===== src/dtr_pkg.sv =====
// Package of shared constants and types for the die temperature readout.
`default_nettype none
package dtr_pkg;
  // ----------------------------------------------------------------------
  // Conversion figures
  // ----------------------------------------------------------------------
  localparam int unsigned CODE_W          = 10;
  localparam int unsigned CONV_CYCLES     = 1024;
  localparam int unsigned CNT_W           = 10;
  localparam logic [CNT_W-1:0] CNT_LAST   = 10'h3ff;
  localparam logic [CNT_W-1:0] CNT_RST    = 10'h000;
  localparam logic [CODE_W-1:0] CODE_RST  = 10'h000;
  localparam int unsigned SAMPLE_RATE_SPS = 1000;
  localparam int unsigned CLK_HZ          = 100000000;
  // Sensor clock rate that yields about one conversion per millisecond.
  localparam int unsigned SENSOR_CLK_HZ   = SAMPLE_RATE_SPS * CONV_CYCLES;
  // ----------------------------------------------------------------------
  // Degrees conversion
  // ----------------------------------------------------------------------
  localparam int unsigned GAIN_MUL   = 693;
  localparam int unsigned GAIN_SHIFT = 10;
  localparam int unsigned OFFSET_C   = 265;
  localparam int unsigned DEG_W      = 11;
  localparam logic signed [DEG_W-1:0] DEG_RST = 11'sh000;

  typedef enum logic [1:0] {
    DTR_IDLE  = 2'b00,
    DTR_CONV  = 2'b01,
    DTR_DONE  = 2'b10
  } dtr_state_t;

  // Code to degrees Celsius: code * 693 / 1024 - 265.
  function automatic logic signed [DEG_W-1:0] dtr_to_celsius(input logic [CODE_W-1:0] code);
    logic [19:0] prod;
    prod = 20'(code) * 20'(GAIN_MUL);
    return DEG_W'(signed'({1'b0, prod[19:GAIN_SHIFT]})) - DEG_W'(OFFSET_C);
  endfunction
endpackage
`default_nettype wire


===== src/dtr_link_if.sv =====
// Interface joining the sensor end and the core logic end.
`default_nettype none
interface dtr_link_if;
  import dtr_pkg::*;
  logic              sensorCoreEnable;
  logic              sensorReset;
  logic              conversionDonePulse;
  logic [CODE_W-1:0] temperatureCode;

  modport sensor (
    input  sensorCoreEnable,
    input  sensorReset,
    output conversionDonePulse,
    output temperatureCode
  );
  modport core (
    output sensorCoreEnable,
    output sensorReset,
    input  conversionDonePulse,
    input  temperatureCode
  );
endinterface
`default_nettype wire


===== src/dtr_sensor.sv =====
// Sensor end: converter sequencer producing 10-bit codes.
`default_nettype none
module dtr_sensor
  import dtr_pkg::*;
(
  input  wire logic              clk,
  input  wire logic              rst_b,
  input  wire logic              userMode,
  input  wire logic [CODE_W-1:0] analogSample,
  dtr_link_if.sensor             link
);
  // ----------------------------------------------------------------------
  // Input synchronisers
  // ----------------------------------------------------------------------
  // User mode and the analog level come from outside and are synchronised.
  logic              userModeMeta_r;
  logic              userModeSync_r;
  logic [CODE_W-1:0] sampleMeta_r;
  logic [CODE_W-1:0] sampleSync_r;

  always_ff @(posedge clk or negedge rst_b) begin
    if (!rst_b) begin
      userModeMeta_r <= 1'b0;
      userModeSync_r <= 1'b0;
      sampleMeta_r   <= CODE_RST;
      sampleSync_r   <= CODE_RST;
    end else begin
      userModeMeta_r <= userMode;
      userModeSync_r <= userModeMeta_r;
      sampleMeta_r   <= analogSample;
      sampleSync_r   <= sampleMeta_r;
    end
  end

  // ----------------------------------------------------------------------
  // Conversion sequencer
  // ----------------------------------------------------------------------
  dtr_state_t        state_r;
  dtr_state_t        state_nxt;
  logic [CNT_W-1:0]  count_r;
  logic              donePulse_r;
  logic [CODE_W-1:0] code_r;
  logic              active;

  // Outside user mode the converter never runs, so no code is offered.
  assign active = link.sensorCoreEnable & userModeSync_r;

  always_comb begin
    state_nxt = state_r;
    case (state_r)
      DTR_IDLE: if (active) state_nxt = DTR_CONV;
      DTR_CONV: begin
        if (!active) state_nxt = DTR_IDLE;
        else if (count_r == CNT_LAST) state_nxt = DTR_DONE;
      end
      // Restart straight away while still enabled.
      DTR_DONE: state_nxt = active ? DTR_CONV : DTR_IDLE;
      default:  state_nxt = DTR_IDLE;
    endcase
  end

  always_ff @(posedge clk or negedge rst_b) begin
    if (!rst_b) begin
      state_r <= DTR_IDLE;
    end else if (link.sensorReset) begin
      state_r <= DTR_IDLE;
    end else begin
      state_r <= state_nxt;
    end
  end

  // Counter covers 1,025 cycles: 1,024 in counting plus the done cycle.
  always_ff @(posedge clk or negedge rst_b) begin
    if (!rst_b) begin
      count_r <= CNT_RST;
    end else if (link.sensorReset || state_r != DTR_CONV) begin
      count_r <= CNT_RST;
    end else begin
      count_r <= count_r + 10'h001;
    end
  end

  always_ff @(posedge clk or negedge rst_b) begin
    if (!rst_b) begin
      donePulse_r <= 1'b0;
      code_r      <= CODE_RST;
    end else if (link.sensorReset) begin
      donePulse_r <= 1'b0;
      code_r      <= CODE_RST;
    end else begin
      donePulse_r <= (state_nxt == DTR_DONE) && (state_r == DTR_CONV);
      if ((state_nxt == DTR_DONE) && (state_r == DTR_CONV)) begin
        code_r <= sampleSync_r;
      end
    end
  end

  assign link.conversionDonePulse = donePulse_r;
  assign link.temperatureCode     = code_r;
endmodule // dtr_sensor
`default_nettype wire


===== src/flat_wrapper.sv =====
// flat-port wrapper written by rule: the top's interface ports become plain ports
module dtr_sensor_flat import dtr_pkg::*;
  (clk, rst_b, userMode, analogSample, link_sensorCoreEnable, link_sensorReset, link_conversionDonePulse, link_temperatureCode);
  dtr_link_if link_i ();
  input  wire logic clk;
  input  wire logic rst_b;
  input  wire logic userMode;
  input  wire logic [CODE_W-1:0] analogSample;
  input wire logic [$bits(link_i.sensorCoreEnable)-1:0] link_sensorCoreEnable;
  input wire logic [$bits(link_i.sensorReset)-1:0] link_sensorReset;
  output wire logic [$bits(link_i.conversionDonePulse)-1:0] link_conversionDonePulse;
  output wire logic [$bits(link_i.temperatureCode)-1:0] link_temperatureCode;
  assign link_i.sensorCoreEnable = link_sensorCoreEnable;
  assign link_i.sensorReset = link_sensorReset;
  assign link_conversionDonePulse = link_i.conversionDonePulse;
  assign link_temperatureCode = link_i.temperatureCode;
  dtr_sensor u_core (.clk(clk), .rst_b(rst_b), .userMode(userMode), .analogSample(analogSample), .link(link_i));
endmodule

===== config.mk =====
export PLATFORM = sky130hd
export DESIGN_NAME = dtr_sensor_flat
export DESIGN_NICKNAME = d
export VERILOG_FILES = /design/src/dtr_pkg.sv /design/src/dtr_link_if.sv /design/src/dtr_sensor.sv /design/src/flat_wrapper.sv
export SDC_FILE = /design/constraint.sdc
export NUM_CORES = 1
export LEC_CHECK = 0
export BUFFER_PORTS_ARGS = -buffer_cell sky130_fd_sc_hd__buf_4
export CORE_MARGIN = 2
export CORE_UTILIZATION = 49
export DETAILED_ROUTE_END_ITERATION = 12
export PLACE_DENSITY = 0.73
export SLEW_MARGIN = 20
export SYNTH_ARGS = -nofsm -noshare
export SYNTH_HDL_FRONTEND = slang
export SYNTH_SLANG_ARGS = --single-unit

===== constraint.sdc =====
create_clock -name clk -period 1.5 [get_ports clk]
set_input_delay 0.3 -clock clk [delete_from_list [all_inputs] [get_ports clk]]
set_output_delay 0.3 -clock clk [all_outputs]
set_load 0.02 [all_outputs]

==> out/summary.md <==
The final reports fail on negative setup slack. The power density over cell area was 975 mW/mm2. The run finished, with violations left. The logs give 0.655 for the fraction of the core area covered by cells at the end of the flow and 0.00194 mm2 for the standard cell area after detailed placement. The number of remaining DRC errors is 0, and the clock-pin slew reported for the worst setup and hold paths after clock tree synthesis is 0.12 ns. The cell sitting at the root of the clock tree is a sky130_fd_sc_hd__clkbuf_4. By area the synthesized netlist is led by sky130_fd_sc_hd__dfrtp_1 68%, sky130_fd_sc_hd__nand2b_1 7.9%, sky130_fd_sc_hd__mux2i_1 6.0%. The run gives 0.00328 mm2 as the placeable core region. The critical path required time was 1.76 ns. The tools report the total routing usage reported by global routing as 0.160.

The endpoint identified for the worst register-to-register timing path is u_core.link.temperatureCode[6]. For the number of antenna violations at the first check in global routing, the log shows 0. Measured along the y axis, the die boundary spans 62.3 um. The first TritonRoute pass finished after 4 iterations. The endpoint arrival time on the critical path was 1.80 ns; the sequential share of the synthesized area was 0.677. For this design the static power due to leakage is 0.000940 uW. For the max-slew violation count, the log shows 0.

Traced cell by cell, the critical path runs through nand4b_1, nor4_4, buf_6, mux2i_1. Entering global routing, the biggest net connects 46 pins. The cell with the largest stage delay on the worst path was sky130_fd_sc_hd__dfrtp_2.

The worst setup slack before clock tree synthesis is -0.0902 ns. The HPWL reported at the end of detailed placement is 1900 um. The worst setup path is captured at a flop. Counting flops with a built-in enable in the synthesized netlist gives 0. The width of the die is 62.3 um, and the number of violations of the max-capacitance limit is 0. In this run, distinct cell masters in the synthesized netlist total 31. In this run the register-to-register setup slack is -0.04 ns. At the end of the flow, the number of nets in the layout was 180. The placer congestion estimate was 0.705; the number of warnings printed during yosys synthesis was 0. TritonCTS built the clock tree. At the pin with the least slew margin, the transition time is 0.541 ns. The number of sinks handled by clock tree synthesis was 45; the total count of hold-check failures in the final report was 0. CTS built an H-tree with a depth of 2.

In the final routed layout, each cell accounts on average for 13.5 um. Counting along the longest clock path gives a buffer depth of 2. The peak supply drop was 0.952 mV; the final critical-path share of the clock period was 1.03. The clock skew after layout was 0.0119 ns. The number of antenna-violating nets in the routed design is 0, and the final-layout setup total negative slack is -0.162 ns.

The largest incremental delay on the critical path was 0.45 ns. Along the worst path, the maximum fanout reaches 5. The run gives 0.00388 mm2 as the overall die area. For the total clock buffers created by CTS, the log shows 5.

The worst hold path startpoint is analogSample[0]. Static timing analysis puts the maximum clock frequency at 648 MHz. Setup repair after global routing could not meet its margin everywhere. The antenna diode count is 0, and the count of port buffers added during placement is 25.

The number of standard cells in the layout, taps in and fillers out is 211, and the fraction of final layout cells sized beyond drive strength 1 is 0.345. For the relative slew slack, the log shows 0.640. The fraction of registers with async set or reset after synthesis was 1.00.

The site row count is 21. In the routed layout, each cell is associated on average with a via count of 4.93. In this run the critical register-to-register path is launched from u_core.state_r[1].

For the mapped cell area, the log shows 0.00166 mm2. The detailed router finished its first iteration with 35 violations. Counting instances in the post-synthesis netlist gives the leading cell types as 45 x sky130_fd_sc_hd__dfrtp_1, 21 x sky130_fd_sc_hd__nand2b_1, 10 x sky130_fd_sc_hd__mux2i_1. Effective utilization at floorplan: 0.506. The worst path in the final design needs a cycle of 1.54 ns, including I/O delays and setup. The number of cells after detailed placement was 195; the final non-filler cell area was 0.00215 mm2. The source-to-sink clock delay at the later pin of the worst-skew pair is 0.34 ns.

The first-pass GRT wire length came out at 4850 um. The number of standard cells after synthesis was 123. Post-synthesis average cell area: 13.5 um2.

Classification of the worst-slack hold path: in -> reg. The worst reg2reg path depth was 4. The fraction of synthesized cell area taken by the top area cell type came out at 0.677. Via count of the routed design: 1040. Compared with the post-synthesis result, the final layout area differs by 29.3%. Setup violations remaining at the end of the flow were counted as 9. Type of the worst setup path: reg -> reg. The tools report the setup slack of the critical path after layout as -0.0424 ns. Kind of start point of the critical path: a flop.

Wires add up to 2860 um. Most frequently used flop master after synthesis: sky130_fd_sc_hd__dfrtp_1. The flop and latch count out of synthesis is 45. The via count of the first global-routing pass was 1103. 26 I/O pins were placed. The tools report the net count after synthesis as 139. The cell accounting for the most synthesized area was sky130_fd_sc_hd__dfrtp_1.

Number of cells traversed by the worst hold path: 1. The library cell with the highest instance count after synthesis is sky130_fd_sc_hd__dfrtp_1. For hold timing, the worst endpoint is u_core.sampleMeta_r[0]. The run gives 0 as the remaining global-route overflow.
[through the flow]
| step | hold slack, ns | power (uW) |
|---|---|---|
| 2_1_floorplan | 0.00441 | 1310 |
| 3_3_place_gp | 0.315 | 1360 |
| 3_5_place_dp | 0.326 | 1370 |
| 4_1_cts | 0.0416 | 2130 |
| 5_1_grt | 0.0152 | 2210 |
| 6_report | 0.0581 | 2100 |
[what timing repair did]
item	in CTS	in global routing
hold buffers	1	0
pin swaps	3	3
gates resized for setup	4	10
buffers inserted	3	4
setup endpoints to repair	12	16
endpoints found under the hold margin	45	0
[registers in the layout (all words and copies together) (netlist names)]
register / count
u_core.count_r: 10
u_core.link.conversionDonePulse: 1
u_core.link.temperatureCode: 10
u_core.sampleMeta_r: 10
u_core.sampleSync_r: 10
u_core.state_r: 2
u_core.userModeMeta_r: 1
u_core.userModeSync_r: 1
[worst max-delay path by stage]
| stage | from | endpoint | slack, ns | depth (start not counted) |
|---|---|---|---|---|
| finish | u_core.state_r[1] | u_core.link.temperatureCode[6] | -0.04 | 4 |
| detailed placement | u_core.count_r[0] | u_core.link.conversionDonePulse | -0.09 | 4 |
| CTS | u_core.count_r[1] | u_core.link.conversionDonePulse | -0.02 | 4 |
| floorplan | u_core.count_r[0] | u_core.link.conversionDonePulse | 0.002 | 4 |
| global route | u_core.state_r[1] | u_core.link.temperatureCode[7] | -0.12 | 4 |
| global placement | u_core.count_r[0] | u_core.link.temperatureCode[8] | 0.0004 | 5 |
[layout by cell type (no fill, tap or decap), types with 2 or more instances in the layout]
cell	netlist	layout
sky130_fd_sc_hd__buf_6	0	3
sky130_fd_sc_hd__a21oi_2	0	2
sky130_fd_sc_hd__dfrtp_1	45	44
sky130_fd_sc_hd__nand2_1	3	3
sky130_fd_sc_hd__a21oi_1	4	2
sky130_fd_sc_hd__inv_1	3	3
sky130_fd_sc_hd__mux2i_1	10	9
sky130_fd_sc_hd__buf_4	1	34
sky130_fd_sc_hd__nand2b_1	21	21
sky130_fd_sc_hd__nand4_1	2	2
sky130_fd_sc_hd__o21ai_0	3	3
sky130_fd_sc_hd__clkbuf_4	0	5
sky130_fd_sc_hd__nor2_1	5	5
sky130_fd_sc_hd__xnor2_1	2	2
[final cells by class]
class	count	area (um2)
fillers	246	1130
flip-flops and latches	45	1130
multi-input cells	71	571
repair buffers	38	299
well taps	46	57.6
clock buffers	7	55.1
clock inverters	1	30.0
inverters	3	11.3
[power by group]
part / leakage (uW) / internal (uW) / switching [uW]
sequential: 0.000575 / 1250 / 13.0
combinational: 0.000320 / 46.4 / 46.8
clock: 0.0000455 / 398 / 346
[per-layer routing]
| layer | up-vias | routed length (um) | GRT usage |
|---|---|---|---|
| li1 | 496 | - | - |
| met1 | 524 | 1180 | 0.189 |
| met2 | 16 | 1550 | 0.277 |
| met3 | 4 | 91 | 0.0471 |
| met4 | 0 | 29 | 0.0583 |
| met5 | - | 0 | 0 |
[worst max-delay path, delay by kind of cell, from the launching register on]
family	cells	cell delay, ns
buf+inv	1	0.19
flops	1	0.45
mux	1	0.20
simple gates	2	0.63
[kinds of logic (layout without fill, tap and decap cells)]
group / count (synthesis) / count (layout) / synth area share
compound gates: 11 / 11 / 0.0414
flops: 45 / 45 / 0.677
fa+ha+maj: 1 / 1 / 0.00752
xor+xnor: 3 / 3 / 0.0158
buf+inv: 7 / 49 / 0.0181
mux: 10 / 10 / 0.0602
simple gates: 46 / 46 / 0.180
(Power assumes the default switching activity.)
